## config.mk

```make
export PLATFORM = sky130hd
export DESIGN_NAME = tgc_counter_top
export DESIGN_NICKNAME = d
export VERILOG_FILES = /design/src/include/tgc_pkg.sv /design/src/tgc_counter_top.sv /design/src/tgc_edge_det.sv /design/src/tgc_prescaler.sv
export SDC_FILE = /design/constraint.sdc
export NUM_CORES = 1
export LEC_CHECK = 0
export BUFFER_PORTS_ARGS = -buffer_cell sky130_fd_sc_hd__buf_2
export CAP_MARGIN = 20
export CORE_AREA = 2 2 118 120
export DETAILED_ROUTE_END_ITERATION = 6
export DIE_AREA = 0 0 120 122
export PLACE_DENSITY = 0.61
export RECOVER_POWER = 50
export SYNTH_ARGS = -nofsm -noshare
export SYNTH_HDL_FRONTEND = slang
export SYNTH_SLANG_ARGS = --single-unit
```

## constraint.sdc

```tcl
create_clock -name clk -period 1.95 [get_ports clk]
set_clock_uncertainty 0.1 [all_clocks]
set_input_delay 0.195 -clock clk [delete_from_list [all_inputs] [get_ports clk]]
set_output_delay 0.195 -clock clk [all_outputs]
set_load 0.05 [all_outputs]
```

## src/include/tgc_pkg.sv

```systemverilog
// shared constants for the gated 16-bit counter block
package tgc_pkg;
  // register offsets
  localparam logic [3:0] ADDR_CNT_LO  = 4'h0;
  localparam logic [3:0] ADDR_CNT_HI  = 4'h1;
  localparam logic [3:0] ADDR_CTRL    = 4'h2;
  localparam logic [3:0] ADDR_CMP2    = 4'h3;
  localparam logic [3:0] ADDR_FLAG    = 4'h4;
  localparam logic [3:0] ADDR_IEN     = 4'h5;
  localparam logic [3:0] ADDR_CORE    = 4'h6;
  localparam logic [3:0] ADDR_CCP_LO  = 4'h7;
  localparam logic [3:0] ADDR_CCP_HI  = 4'h8;
  localparam logic [3:0] ADDR_CCP_MOD = 4'h9;
  localparam logic [3:0] ADDR_DIR     = 4'hA;
  localparam logic [3:0] ADDR_DATA    = 4'hB;
  // counter_control_reg fields
  localparam int CTRL_ON    = 0;
  localparam int CTRL_EXT   = 1;
  localparam int CTRL_SYNCB = 2;
  localparam int CTRL_OSC   = 3;
  localparam int CTRL_PS    = 4;
  localparam int CTRL_GE    = 6;
  localparam int CTRL_GINV  = 7;
  // comparator_ctrl_two fields
  localparam int CMP2_GSEL  = 0;
  localparam int CMP2_POL   = 2;
  localparam int CMP2_ACS   = 3;
  localparam int CMP2_CMP_OUTPUT  = 4;
  // core_int_control_reg fields
  localparam int CORE_PERIPH_INT_ENABLE  = 6;
  localparam int CORE_GIE   = 7;
  // capture/compare mode fields
  localparam int CCP_CAPT   = 0;
  localparam int CCP_COMP   = 1;
  localparam int CCP_SPEC   = 2;
  // pin bit positions
  localparam int PIN4       = 4;
  localparam int PIN5       = 5;
  // reset values and counts
  localparam logic [7:0]  RST_BYTE   = 8'h00;
  localparam logic [7:0]  RST_DIR    = 8'h30;
  localparam logic [15:0] CNT_MAX    = 16'hFFFF;
  localparam logic [15:0] CNT_ZERO   = 16'h0000;
  localparam logic [1:0]  ICYC_LAST  = 2'h3;
endpackage

```

## src/tgc_counter_top.sv

```systemverilog
// gated 16-bit counter with prescaler, crystal source, gate and time-base outputs
//
// Functional notes
// - crystal oscillator enabled by control bit, keeps running in sleep.
// - crystal usable only with internal or low-power system clock.
// - oscillator enabled forces both pin directions to input, data reads zero.
// - sync bypass counts external clock unsynchronised, runs in sleep, overflow wakes.
// - mode switch may skip or add one increment.
// - async or alternate internal clock: no capture/compare time base.
// - count bytes always read back valid values.
// - gate source from pin, alternate pin or comparator output.
// - gate acts only while gate enable is set.
// - gate invert bit flips selected gate signal.
// - count wraps FFFF to 0000 and sets overflow flag.
// - interrupt needs overflow, peripheral and global enables; flag clear ends it.
// - counting in sleep only in asynchronous external mode.
// - overflow in sleep with on and enables set wakes core.
// - capture copies count on configured event.
// - compare match triggers event, optionally special trigger.
// - comparator output high when inverting below non-inverting, polarity inverts.
// - comparator output registered once per instruction cycle.
// - prescaler 1/2/4/8, cleared on count byte write.
// - external clock counts rising edges, synchronised or not.
// - internal clock counts instruction cycles through prescaler.
`timescale 1ns/1ps
module tgc_counter_top
  import tgc_pkg::*;
(
  // clock and reset
  input  wire logic       clk,
  input  wire logic       reset_n,
  // register port
  input  wire logic [3:0] reg_addr,
  input  wire logic [7:0] reg_wdata,
  input  wire logic       reg_wr,
  input  wire logic       reg_rd,
  output logic      [7:0] reg_rdata,
  // pins
  input  wire logic       ext_count_clock,
  input  wire logic       osc_in,
  input  wire logic       gate_pin,
  input  wire logic       alt_gate_pin,
  input  wire logic       pin4_in,
  input  wire logic       pin5_in,
  // comparator: high when inverting input is below non-inverting input
  input  wire logic       cmp_inv_below,
  // system state
  input  wire logic       sleep,
  input  wire logic       sysclk_intosc_or_lp,
  input  wire logic       capture_event,
  // outputs
  output logic            osc_run,
  output logic            pin4_direction_bit,
  output logic            pin5_direction_bit,
  output logic            cmp_output,
  output logic            overflow_irq,
  output logic            wake_req,
  output logic            compare_event,
  output logic            special_event
);
  ////////////////////////////////////////////////////////////////////////////
  // registers
  logic [15:0] count_reg, capture_reg;
  logic [7:0]  ctrl_reg, cmp2_reg, ccp_mode_reg, dir_reg, core_reg, rdata_reg;
  logic        flag_reg, ien_reg, cmp_output_reg, match_reg;
  logic [1:0]  icyc_reg;
  logic        osc_run_reg, dir4_reg, dir5_reg, irq_reg, wake_reg, cmpev_reg, spec_reg;

  ////////////////////////////////////////////////////////////////////////////
  // address decode and control fields
  wire wr_lo   = reg_wr && reg_addr == ADDR_CNT_LO;
  wire wr_hi   = reg_wr && reg_addr == ADDR_CNT_HI;
  wire cnt_wr  = wr_lo || wr_hi;
  wire wr_flag = reg_wr && reg_addr == ADDR_FLAG;

  wire       on_b    = ctrl_reg[CTRL_ON];
  wire       ext_b   = ctrl_reg[CTRL_EXT];
  wire       async_b = ctrl_reg[CTRL_SYNCB];
  wire       osc_b   = ctrl_reg[CTRL_OSC];
  wire [1:0] ps_sel  = ctrl_reg[CTRL_PS+1:CTRL_PS];
  wire       ge_b    = ctrl_reg[CTRL_GE];
  wire       ginv_b  = ctrl_reg[CTRL_GINV];
  wire [1:0] gsel    = cmp2_reg[CMP2_GSEL+1:CMP2_GSEL];
  wire       pol_b   = cmp2_reg[CMP2_POL];
  wire       acs_b   = cmp2_reg[CMP2_ACS];
  wire       periph_int_enable_b  = core_reg[CORE_PERIPH_INT_ENABLE];
  wire       gie_b   = core_reg[CORE_GIE];

  ////////////////////////////////////////////////////////////////////////////
  // instruction-cycle enable from a divide-by-four; halted in sleep
  wire icyc_tick = !sleep && icyc_reg == ICYC_LAST;
  always_ff @(posedge clk)
  begin
    if (!reset_n)
      icyc_reg <= 2'h0;
    else if (!sleep)
      icyc_reg <= icyc_reg + 2'h1;
  end

  ////////////////////////////////////////////////////////////////////////////
  // clock source: crystal shares the low-power oscillator, so it only runs
  // when the system clock is the internal or the low-power oscillator
  wire osc_ok   = osc_b && sysclk_intosc_or_lp;
  wire ext_src  = osc_ok ? osc_in : ext_count_clock;
  wire ext_rise;
  wire async_md = ext_b && async_b;

  tgc_edge_det tgc_edge_det_inst (
    .clk     (clk),
    .reset_n (reset_n),
    .sig     (ext_src),
    .bypass  (async_b),
    .rise    (ext_rise)
  );

  ////////////////////////////////////////////////////////////////////////////
  // comparator output sampled once per instruction cycle
  wire cmp_now = cmp_inv_below ^ pol_b;
  always_ff @(posedge clk)
  begin
    if (!reset_n)
      cmp_output_reg <= 1'b0;
    else if (icyc_tick)
      cmp_output_reg <= cmp_now;
  end

  ////////////////////////////////////////////////////////////////////////////
  // gate select, invert and enable
  wire gate_raw = gsel[1] ? cmp_output_reg : (gsel[0] ? alt_gate_pin : gate_pin);
  wire gate_act = gate_raw ^ ginv_b;
  wire gate_ok  = !ge_b || gate_act;

  // only the asynchronous external path may count while asleep
  wire sleep_ok = !sleep || async_md;
  wire run_now  = on_b && gate_ok && sleep_ok;
  wire src_tick = ext_b ? ext_rise : icyc_tick;
  wire ps_pulse;

  tgc_prescaler tgc_prescaler_inst (
    .clk     (clk),
    .reset_n (reset_n),
    .tick    (src_tick && run_now),
    .clr     (cnt_wr),
    .sel     (ps_sel),
    .pulse   (ps_pulse)
  );

  // the pending pulse is gated again so stopping takes effect at once
  wire inc  = ps_pulse && run_now && !cnt_wr;
  wire wrap = inc && count_reg == CNT_MAX;

  ////////////////////////////////////////////////////////////////////////////
  // count register; a byte write wins over an increment in the same cycle,
  // which gives a defined result where software ignores the stop advice
  always_ff @(posedge clk)
  begin
    if (!reset_n)
      count_reg <= CNT_ZERO;
    else if (wr_lo)
      count_reg[7:0] <= reg_wdata;
    else if (wr_hi)
      count_reg[15:8] <= reg_wdata;
    else if (inc)
      count_reg <= count_reg + 16'h0001;
  end

  // overflow flag: set beats a software clear in the same cycle
  always_ff @(posedge clk)
  begin
    if (!reset_n)
      flag_reg <= 1'b0;
    else if (wrap)
      flag_reg <= 1'b1;
    else if (wr_flag)
      flag_reg <= reg_wdata[0];
  end

  ////////////////////////////////////////////////////////////////////////////
  // control registers
  always_ff @(posedge clk)
  begin
    if (!reset_n)
    begin
      ctrl_reg     <= RST_BYTE;
      cmp2_reg     <= RST_BYTE;
      ccp_mode_reg <= RST_BYTE;
      core_reg     <= RST_BYTE;
      dir_reg      <= RST_DIR;
      ien_reg      <= 1'b0;
    end
    else if (reg_wr)
    begin
      case (reg_addr)
        ADDR_CTRL:    ctrl_reg     <= reg_wdata;
        ADDR_CMP2:    cmp2_reg     <= {4'h0, reg_wdata[3:0]};
        ADDR_CCP_MOD: ccp_mode_reg <= {5'h00, reg_wdata[2:0]};
        ADDR_CORE:    core_reg     <= {reg_wdata[7:6], 6'h00};
        ADDR_DIR:     dir_reg      <= reg_wdata;
        ADDR_IEN:     ien_reg      <= reg_wdata[0];
        default:      ien_reg      <= ien_reg;
      endcase
    end
  end

  ////////////////////////////////////////////////////////////////////////////
  // capture / compare time base; not valid from an unsynchronised source
  wire tb_ok    = !async_md && !(!ext_b && acs_b);
  wire capt_go  = ccp_mode_reg[CCP_CAPT] && capture_event && tb_ok;
  wire match    = ccp_mode_reg[CCP_COMP] && tb_ok && count_reg == capture_reg;
  wire wr_ccplo = reg_wr && reg_addr == ADDR_CCP_LO;
  wire wr_ccphi = reg_wr && reg_addr == ADDR_CCP_HI;

  always_ff @(posedge clk)
  begin
    if (!reset_n)
    begin
      capture_reg <= CNT_ZERO;
      match_reg   <= 1'b0;
    end
    else
    begin
      match_reg <= match;
      if (capt_go)
        capture_reg <= count_reg;
      else if (wr_ccplo)
        capture_reg[7:0] <= reg_wdata;
      else if (wr_ccphi)
        capture_reg[15:8] <= reg_wdata;
    end
  end

  ////////////////////////////////////////////////////////////////////////////
  // registered outputs
  wire irq_now  = flag_reg && ien_reg && periph_int_enable_b && gie_b;
  wire wake_now = sleep && flag_reg && ien_reg && periph_int_enable_b && on_b;
  always_ff @(posedge clk)
  begin
    if (!reset_n)
    begin
      {osc_run_reg, dir4_reg, dir5_reg, irq_reg} <= 4'h0;
      {wake_reg, cmpev_reg, spec_reg} <= 3'h0;
    end
    else
    begin
      osc_run_reg <= osc_ok;
      dir4_reg    <= dir_reg[PIN4] || osc_b;
      dir5_reg    <= dir_reg[PIN5] || osc_b;
      irq_reg     <= irq_now;
      wake_reg    <= wake_now;
      cmpev_reg   <= match && !match_reg;
      spec_reg    <= match && !match_reg && ccp_mode_reg[CCP_SPEC];
    end
  end

  assign osc_run            = osc_run_reg;
  assign pin4_direction_bit = dir4_reg;
  assign pin5_direction_bit = dir5_reg;
  assign cmp_output         = cmp_output_reg;
  assign overflow_irq       = irq_reg;
  assign wake_req           = wake_reg;
  assign compare_event      = cmpev_reg;
  assign special_event      = spec_reg;

  ////////////////////////////////////////////////////////////////////////////
  // read mux; pins under the crystal read as zero and as inputs
  wire [7:0] dir_view  = dir_reg | (osc_b ? RST_DIR : 8'h00);
  wire [7:0] data_view = {2'h0, pin5_in & !osc_b, pin4_in & !osc_b, 4'h0};
  logic [7:0] rd_mux;
  always_comb
  begin
    case (reg_addr)
      ADDR_CNT_LO:  rd_mux = count_reg[7:0];
      ADDR_CNT_HI:  rd_mux = count_reg[15:8];
      ADDR_CTRL:    rd_mux = ctrl_reg;
      ADDR_CMP2:    rd_mux = {3'h0, cmp_output_reg, cmp2_reg[3:0]};
      ADDR_FLAG:    rd_mux = {7'h00, flag_reg};
      ADDR_IEN:     rd_mux = {7'h00, ien_reg};
      ADDR_CORE:    rd_mux = core_reg;
      ADDR_CCP_LO:  rd_mux = capture_reg[7:0];
      ADDR_CCP_HI:  rd_mux = capture_reg[15:8];
      ADDR_CCP_MOD: rd_mux = ccp_mode_reg;
      ADDR_DIR:     rd_mux = dir_view;
      ADDR_DATA:    rd_mux = data_view;
      default:      rd_mux = 8'h00;
    endcase
  end

  // read data valid only in the cycle after the strobe
  always_ff @(posedge clk)
  begin
    if (!reset_n)
      rdata_reg <= 8'h00;
    else
      rdata_reg <= reg_rd ? rd_mux : 8'h00;
  end
  assign reg_rdata = rdata_reg;
endmodule // tgc_counter_top

```

## src/tgc_edge_det.sv

```systemverilog
// rising-edge detector with optional two-stage synchroniser
`timescale 1ns/1ps
module tgc_edge_det
  import tgc_pkg::*;
(
  // clock and reset
  input  wire logic clk,
  input  wire logic reset_n,
  // source and mode
  input  wire logic sig,
  input  wire logic bypass,
  // result
  output logic      rise
);
  logic s1_reg, s2_reg, s3_reg, a1_reg, a2_reg;
  wire  rise_sync  = s2_reg & ~s3_reg;
  wire  rise_async = a1_reg & ~a2_reg;

  // s1 is only ever read by s2
  always_ff @(posedge clk)
  begin
    if (!reset_n)
    begin
      {s1_reg, s2_reg, s3_reg, a1_reg, a2_reg} <= 5'h00;
    end
    else
    begin
      s1_reg <= sig;
      s2_reg <= s1_reg;
      s3_reg <= s2_reg;
      a1_reg <= sig;
      a2_reg <= a1_reg;
    end
  end

  // bypass path is shorter, so a mode change may skip or add one edge
  assign rise = bypass ? rise_async : rise_sync;
endmodule // tgc_edge_det

```

## src/tgc_prescaler.sv

```systemverilog
// 1/2/4/8 prescaler that emits one pulse per ratio of input ticks
`timescale 1ns/1ps
module tgc_prescaler
  import tgc_pkg::*;
(
  // clock and reset
  input  wire logic       clk,
  input  wire logic       reset_n,
  // control
  input  wire logic       tick,
  input  wire logic       clr,
  input  wire logic [1:0] sel,
  // result
  output logic            pulse
);
  logic [2:0] cnt_reg;
  logic       pulse_reg;
  wire  [2:0] last = 3'((4'h1 << sel) - 4'h1);
  wire        hit  = tick && (cnt_reg == last);

  // count wraps at the selected ratio; a clear drops partial counts
  always_ff @(posedge clk)
  begin
    if (!reset_n || clr)
    begin
      cnt_reg   <= 3'h0;
      pulse_reg <= 1'b0;
    end
    else
    begin
      pulse_reg <= hit;
      if (tick)
        cnt_reg <= hit ? 3'h0 : cnt_reg + 3'h1;
    end
  end
  assign pulse = pulse_reg;
endmodule // tgc_prescaler
```

# Word level (Yosys, flattened, before mapping)
# Cells that the tools add are included.
# word_totals
word_cells,138
output_inout_bits,16
regBits,85
inputBits,26
# op_classes
mux,18
shifts,1
bitwise_logic,10
eq_ne,17
n_reduce_logical,61
add_sub_neg,4
# op_table
cell,count
$pmux 8 s12,1
$mux 8,6
$mux 16,2
$logic_and 1x1->1,30
$reduce_and 2->1,10
$add 16x1->16 const B,1
$eq 16x16->1,1
$eq 16x16->1 const B,1
$eq 4x3->1 const B,4
$eq 4x4->1 const B,4
$reduce_bool 2->1,5
$logic_not 1->1,9
$eq 4x2->1 const B,2
$or 8x6->8,1
$mux 1,7
$logic_or 1x1->1,6
$mux 6,1
$and 1x1->1,4
$eq 4x1->1 const B,1
$logic_not 4->1,1
$ne 2x2->1 const B,2
$add 3x1->3 const B,1
$eq 3x3->1,1
$mux 3,1
other kinds (6),9

# Depth between registers and ports, before layout
# Gate-level depths: netlist of run 1.
# logic_depth
depth_word,11
mapped_depth,7
ltp_nobuf,6

# By module
# A second synthesis of run 1 with hierarchy kept.
# hier_totals
cells_unflattened,533
area_unflattened_um2,4388.0
# by_module_without_submodules
mod,cells_each,seq_area_each_um2,instances,area_each_um2
tgc_counter_top,502,1561.5,1,4068.9
tgc_prescaler,22,80.1,1,224.0
tgc_edge_det,9,60.1,1,95.1

# Worst setup path before layout of run 1
# Ideal clock, no wire load.
# synth_path
path_type,reg-to-reg
from,"register cmp_output_reg, in the netlist cmp_output"
to,register count_reg[15]
slack_ns,-0.121
required_ns,1.733
period_less_slack_ns,2.071
n_path_buf,0
t_arrival_ns,1.854
path_stages_with_launch,6
setup_time_ns,0.117
path_cell_list,dfxtp_1 > xnor2_1 > a311o_2 > nor2_2 > nand4_1 > a32o_1
# synth_between
elab_chain_cells,9
# synth_rtl
element,line,source
start: declaration,tgc_counter_top.sv:65,"logic flag_reg, ien_reg, cmp_output_reg, match_reg;"
start signal: assignment,tgc_counter_top.sv:124,cmp_output_reg <= cmp_now;
$mux 1,tgc_counter_top.sv:129,wire gate_raw = gsel[1] ? cmp_output_reg : (gsel[0] ? alt_gate_pin : gate_pin);
$xor 1x1->1,tgc_counter_top.sv:130,wire gate_act = gate_raw ^ ginv_b;
$logic_or 1x1->1,tgc_counter_top.sv:131,wire gate_ok = !ge_b || gate_act;
$logic_and 1x1->1 (2 in a row),tgc_counter_top.sv:135,wire run_now = on_b && gate_ok && sleep_ok;
$logic_and 1x1->1 (2 in a row),tgc_counter_top.sv:149,wire inc = ps_pulse && run_now && !cnt_wr;
$reduce_bool 2->1 (no source line),-,
$reduce_and 2->1 (no source line),-,
end signal: assignment,tgc_counter_top.sv:162,count_reg[15:8] <= reg_wdata;
end signal: assignment,tgc_counter_top.sv:164,count_reg <= count_reg + 16'h0001;
end: declaration,tgc_counter_top.sv:63,"logic [15:0] count_reg, capture_reg;"
# No other way between the ends.
# A chain may end at the register's enable or synchronous reset.

# Worst setup path after layout of run 1
# layout_path
from,register ctrl_reg[7]
to,register count_reg[8]
# layout_between
elab_chain_cells,8
# layout_rtl
element,line,source
start: declaration,tgc_counter_top.sv:64,"logic [7:0] ctrl_reg, cmp2_reg, ccp_mode_reg, dir_reg, core_reg, rdata_reg;"
start signal: assignment,tgc_counter_top.sv:194,ADDR_CTRL: ctrl_reg <= reg_wdata;
$xor 1x1->1,tgc_counter_top.sv:130,
$logic_or 1x1->1,tgc_counter_top.sv:131,
$logic_and 1x1->1 (2 in a row),tgc_counter_top.sv:135,
$logic_and 1x1->1 (2 in a row),tgc_counter_top.sv:149,
$reduce_bool 2->1 (no source line),-,
$reduce_and 2->1 (no source line),-,
# No other way between the ends.

==> results of run 1 <==
==> final cells by class <==
cell class	count	area, um2	share of cell area
Multi-Input combinational cell	412	2686	0.4767
Sequential cell	85	1704	0.3024
Clock buffer	13	270.3	0.04796
Inverter	5	18.77	0.003330
Timing Repair Buffer	107	688.2	0.1221
Clock inverter	3	42.54	0.007549
Tap cell	180	225.2	0.03996
==> through the flow <==
stage	cell area (um2)	power, mW	setup slack, ps	instances
final	5635	3.985	29.61	805
after global routing	5635	4.114	-59.73	805
after CTS	5657	4.003	8.909	805
after detailed placement	5323	2.226	-47.49	787
after global placement	5323	2.221	22.94	787
after floorplan	4557	2.050	74.13	543
==> power breakdown <==
group	leakage (nW)	switching (mW)	internal, mW
logic	1.42	0.255	0.145
clock network	0.152	0.693	1.10
registers	0.689	0.0284	1.77
total	2.26	0.976	3.01
==> metal layers <==
| metal | share of wire | wire, um |
|---|---|---|
| met1 | 0.45 | 7086 |
| met2 | 0.44 | 6895 |
| met3 | 0.070 | 1098 |
| met4 | 0.032 | 499 |
| met5 | 0 | 0 |
==> synth_stat cells, drive strengths merged (3+ instances only) <==
| cell | count | share of area |
|---|---|---|
| nand4 | 7 | 0.0096 |
| xor2 | 13 | 0.025 |
| o22ai | 4 | 0.0055 |
| inv | 4 | 0.0033 |
| nor3 | 13 | 0.020 |
| nor4 | 5 | 0.0082 |
| and2 | 7 | 0.0096 |
| a221oi | 3 | 0.0058 |
| nor2b | 9 | 0.012 |
| buf | 8 | 0.010 |
| and3 | 7 | 0.0096 |
| mux2i | 33 | 0.075 |
| or3b | 3 | 0.0058 |
| nand2 | 44 | 0.036 |
| and4 | 10 | 0.019 |
| a22o | 6 | 0.012 |
| a32o | 5 | 0.011 |
| a21boi | 3 | 0.0049 |
| o21ai | 26 | 0.029 |
| a211oi | 26 | 0.044 |
| ha | 3 | 0.0082 |
| nand2b | 5 | 0.0069 |
| a22oi | 11 | 0.018 |
| a21oi | 33 | 0.036 |
| clkbuf | 33 | 0.027 |
| nor2 | 62 | 0.053 |
| xnor2 | 8 | 0.015 |
| dfxtp | 85 | 0.37 |
| or3 | 3 | 0.0041 |
| mux2 | 4 | 0.0099 |
| nand3b | 4 | 0.0066 |
| nand3 | 25 | 0.027 |
==> cells by family (layout without fill, tap and decap cells) <==
| kind of cell | count (synthesis) | after routing |
|---|---|---|
| buffers and inverters | 46 | 128 |
| and+or+nand+nor | 210 | 210 |
| AOI/OAI and AO/OA | 141 | 141 |
| xor gates and xnor gates | 21 | 21 |
| DFF | 85 | 85 |
| adders and majority gates | 3 | 3 |
| muxes | 37 | 37 |
==> worst max-delay path, stage by stage (launching register included) <==
cell     delay, ps
dfxtp_1        340
or3b_1         390
mux2i_4        290
nor2_2         160
and4_1         220
a221o_1        310
==> worst paths after layout <==
check                      startpoint                  endpoint  slack [ps]
min reg2reg  tgc_edge_det_inst.s1_reg  tgc_edge_det_inst.s2_reg         360
max                       ctrl_reg[7]              count_reg[8]          30
min               sysclk_intosc_or_lp                   osc_run          10
max reg2reg               ctrl_reg[7]              count_reg[8]          30
==> repair_timing <==
item                                    in CTS  in global routing
endpoints found under the setup margin       5                 11
pin swaps                                    0                  1
buffers inserted                             1                  0
endpoints found under the hold margin        1                  0
hold buffers                                 1                  0
resized for setup                            1                  3
==> metrics.txt, run 1 <==
Final Setup Violations=0; Global Route met2 Usage=0.3242; Residual DRC=0; RSZ-0062 raised after global routing=true; WL per Instance=19.35 um; NumNets Final=649; Ant. Diodes=0; die width=120 um; Clock Latency Late Sink=340 ps; worst reg2reg path depth=5; global-route wire length before repair=24060 um; CTS sink count=85; Simple-Gate Fraction of Synth Area=0.2395; Worst Max-Slew Pin Slew=1077 ps; Num CTS Buffers=9; die height=122 um; post-route minimum period=1920 ps; GR Layer Usage met3=0.04682; Slew HR=0.2817; row count=43; CTS root buffer=clkbuf_16; Global Route met1 Usage=0.3003; Initial Util=0.3373; final hold vios=0; Iteration-0 DRC Markers=509; Die ar.=14640 um2; clock transition at the registers of the reported paths=60 ps; data required time of the worst path=2080 ps; Pre-antenna DRT Iters=5; post-synthesis adder-cell area fraction=0.008239; Layout area overhead=23.70%; CTS tree=done; port bufs=41; kind of critical path=reg2reg; mean post-synth cell area=8.390 um2; global route hottest layer=met2; maximum vdd ir drop=0.4105 mV; Post-synth ARST share=0; Core Area=13500 um2; hold depth=3; Detailed Place HPWL=11260 um; MaxCap Viol Count=0; highest-count cells in the layout ignoring fill and taps=83 x dfxtp_1, 62 x buf_4, 60 x nor2_1, 44 x nand2_1, 33 x a21oi_1; Final Cycle Share=0.9848; status=completed; cells after synthesis=543; leakage=2.257 nW; CP Data Arrival Time=2050 ps; vias in the first global route=4206; CTS H-tree lvls=3; antenna viol nets, final=0; Max Freq=0.5207 GHz; flops & latches, synth=85; GPL Wtd Cong=1.076; CP endpoint kind=register; mux contribution to synthesized area=0.08514; synthesized net count=572; largest family of logic cells by synthesized area=simple AND/OR/NAND/NOR gates; setup TNS=0 ps; largest net degree at the start of global routing=53; most common cell after layout, fill and taps aside=dfxtp_1; EDFF count, synth=0; power per cell area=707.1 nW/um2; WL final=15580 um; CP Launch Type=register; Syn Std Cell Area=4556 um2; Vias=4533; # IOs=42; Filler cells=1376; initial antenna violation count=0; Seq/Total Area, Yosys=0.3735; Cell variety after synth=66; CP Max Fanout=9; post-synthesis xor/xnor area fraction=0.04037; GRT Total Usage=0.2152; post-synthesis compound-gate area fraction=0.2118; Pins Over Slew Limit=0; Synthesis Warnings=0; Hold Path Class=in2reg; drt via density=5.631; Clock Path Buffers=2; ys flop type=dfxtp_1; Final Hold Slack=11.39 ps; share of layout cells above drive strength 1=0.1968; post-layout util=0.4173; GR Overflow Total=0
Power figures use the tool's default switching activity.
==> run 2: changes to the inputs <==
--- a/config.mk
+++ b/config.mk
@@ -6,11 +6,10 @@
 export NUM_CORES = 1
 export LEC_CHECK = 0
 export BUFFER_PORTS_ARGS = -buffer_cell sky130_fd_sc_hd__buf_2
-export CAP_MARGIN = 20
 export CORE_AREA = 2 2 118 120
 export DETAILED_ROUTE_END_ITERATION = 6
 export DIE_AREA = 0 0 120 122
-export PLACE_DENSITY = 0.61
+export PLACE_DENSITY = 0.59
 export RECOVER_POWER = 50
 export SYNTH_ARGS = -nofsm -noshare
 export SYNTH_HDL_FRONTEND = slang
==> constraint.sdc (replaced) <==
create_clock -name clk -period 2.3 [get_ports clk]
set_clock_uncertainty 0.1 [all_clocks]
set_input_delay 0.23 -clock clk [delete_from_list [all_inputs] [get_ports clk]]
set_output_delay 0.23 -clock clk [all_outputs]
set_load 0.05 [all_outputs]
==> metrics.txt, run 2 (same netlist as run 1, synthesis figures left out) <==
Layout area overhead=16.45%; leakage=2.049 nW (-9.3%); post_cts resized=0 (-1); Final Setup Violations=0 (unchanged); row count=43 (unchanged); Pins Over Slew Limit=0 (unchanged); DP Area=5069 um2 (-4.8%); CP Max Fanout=19 (+10); Initial Util=0.3373 (unchanged); CP Launch Type=primary input; Vias=4467 (-1.5%); initial antenna violation count=0 (unchanged); Max Freq=0.4763 GHz; die width=120 um (unchanged); Slew HR=0.4463 (+0.1646); data required time of the worst path=2470 ps (+390 ps); WL per Instance=20.14 um (+4.0%); hold_buf cts=0 (-1); vias in the first global route=4282 (+1.8%); share of layout cells above drive strength 1=0.1387 (-0.05805); most common cell after layout, fill and taps aside=dfxtp_1; WL final=15530 um (-0.35%); Num CTS Buffers=9 (unchanged); clock transition at the registers of the reported paths=60 ps (about the same); GRT Total Usage=0.2167 (+0.001516); Ant. Diodes=0 (unchanged); Final Hold Slack=36.95 ps (+25.57 ps); global-route wire length before repair=23830 um (-0.95%); Pwr Total=3.308 mW (-17%); status=completed; CP endpoint kind=register; final hold vios=0 (unchanged); Layout Cells excl Fill=771 (-4.2%); RSZ-0062 raised after global routing=false; cell area after layout=5305 um2 (-5.9%); maximum vdd ir drop=0.3476 mV (-15%); setup TNS=0 ps (unchanged); post-route minimum period=2099 ps; Core Area=13500 um2 (unchanged); Residual DRC=0 (unchanged); Detailed Place HPWL=11260 um (about the same); MaxCap Viol Count=0 (unchanged); power per cell area=623.6 nW/um2 (-12%); Final Cycle Share=0.9127; Worst Max-Slew Pin Slew=830.5 ps (-246.9 ps); largest net degree at the start of global routing=33 (-38%); CTS H-tree lvls=3 (unchanged); Clock Path Buffers=2 (unchanged); Hold Path Class=in2reg; GPL Wtd Cong=0.9070 (-16%); die height=122 um (unchanged); CTS sink count=85 (unchanged); Setup WS post-layout=200.7 ps (+171.1 ps); drt via density=5.794 (+2.9%); highest-count cells in the layout ignoring fill and taps=85 x dfxtp_1, 60 x nor2_1, 44 x nand2_1, 33 x a21oi_1, 32 x mux2i_1; NumNets Final=615 (-5.2%); kind of critical path=in2reg; Iteration-0 DRC Markers=524 (+2.9%); GR Overflow Total=0 (unchanged); Clock Latency Late Sink=350 ps (about the same); # IOs=42 (unchanged); Post-Place Cells=755 (-4.1%); post-layout util=0.3928 (-0.02446); Place WS=217.1 ps (+264.6 ps); Die ar.=14640 um2 (unchanged); post-CTS setup buffer count=0 (-1); antenna viol nets, final=0 (unchanged); Pre-antenna DRT Iters=5 (unchanged); CTS root buffer=clkbuf_16; CTS tree=done; port bufs=41 (unchanged); CP Data Arrival Time=2270 ps (+220 ps)
-- run 2: path summary, 6_finish.rpt --
check / startpoint / cells past startpoint / slack [ps] / end
setup reg to reg: ctrl_reg[7] / 5 / 210 / count_reg[5]
hold reg to reg: match_reg / 1 / 350 / compare_event
setup / recovery: reg_addr[3] / 7 / 200 / count_reg[12]
hold / removal: ext_count_clock / 3 / 40 / tgc_edge_det_inst.s1_reg
-- run 2: worst max-delay path: stages --
cell	delay [ps]
buf_2	90
clkbuf_1	620
nor3b_1	160
nand2_1	520
o21ai_0	190
a31o_2	260
a211oi_1	190
-- run 2: per-layer routing --
metal  GRT usage  up-vias  routed length (um)
met5           0        -                   0
met4      0.1162        0                 634
met3     0.03745       41                1156
met2      0.3338      198                6829
met1      0.2893     2141                6905
li1            -     2087                   -
-- run 2: layout make-up --
cell class / count / area (um2)
well taps: 180 / 225.2
inverters: 5 / 18.77
repair buffers: 73 / 400.4
multi-input cells: 412 / 2665
fillers: 1392 / 8199
clock buffers: 12 / 246.5
flip-flops and latches: 85 / 1702
clock inverters: 4 / 47.55
-- run 2: power by group --
group	internal (mW)	leakage (nW)	switching (mW)
combinational	0.102	1.22	0.211
sequential	1.50	0.688	0.0282
clock	0.868	0.143	0.601
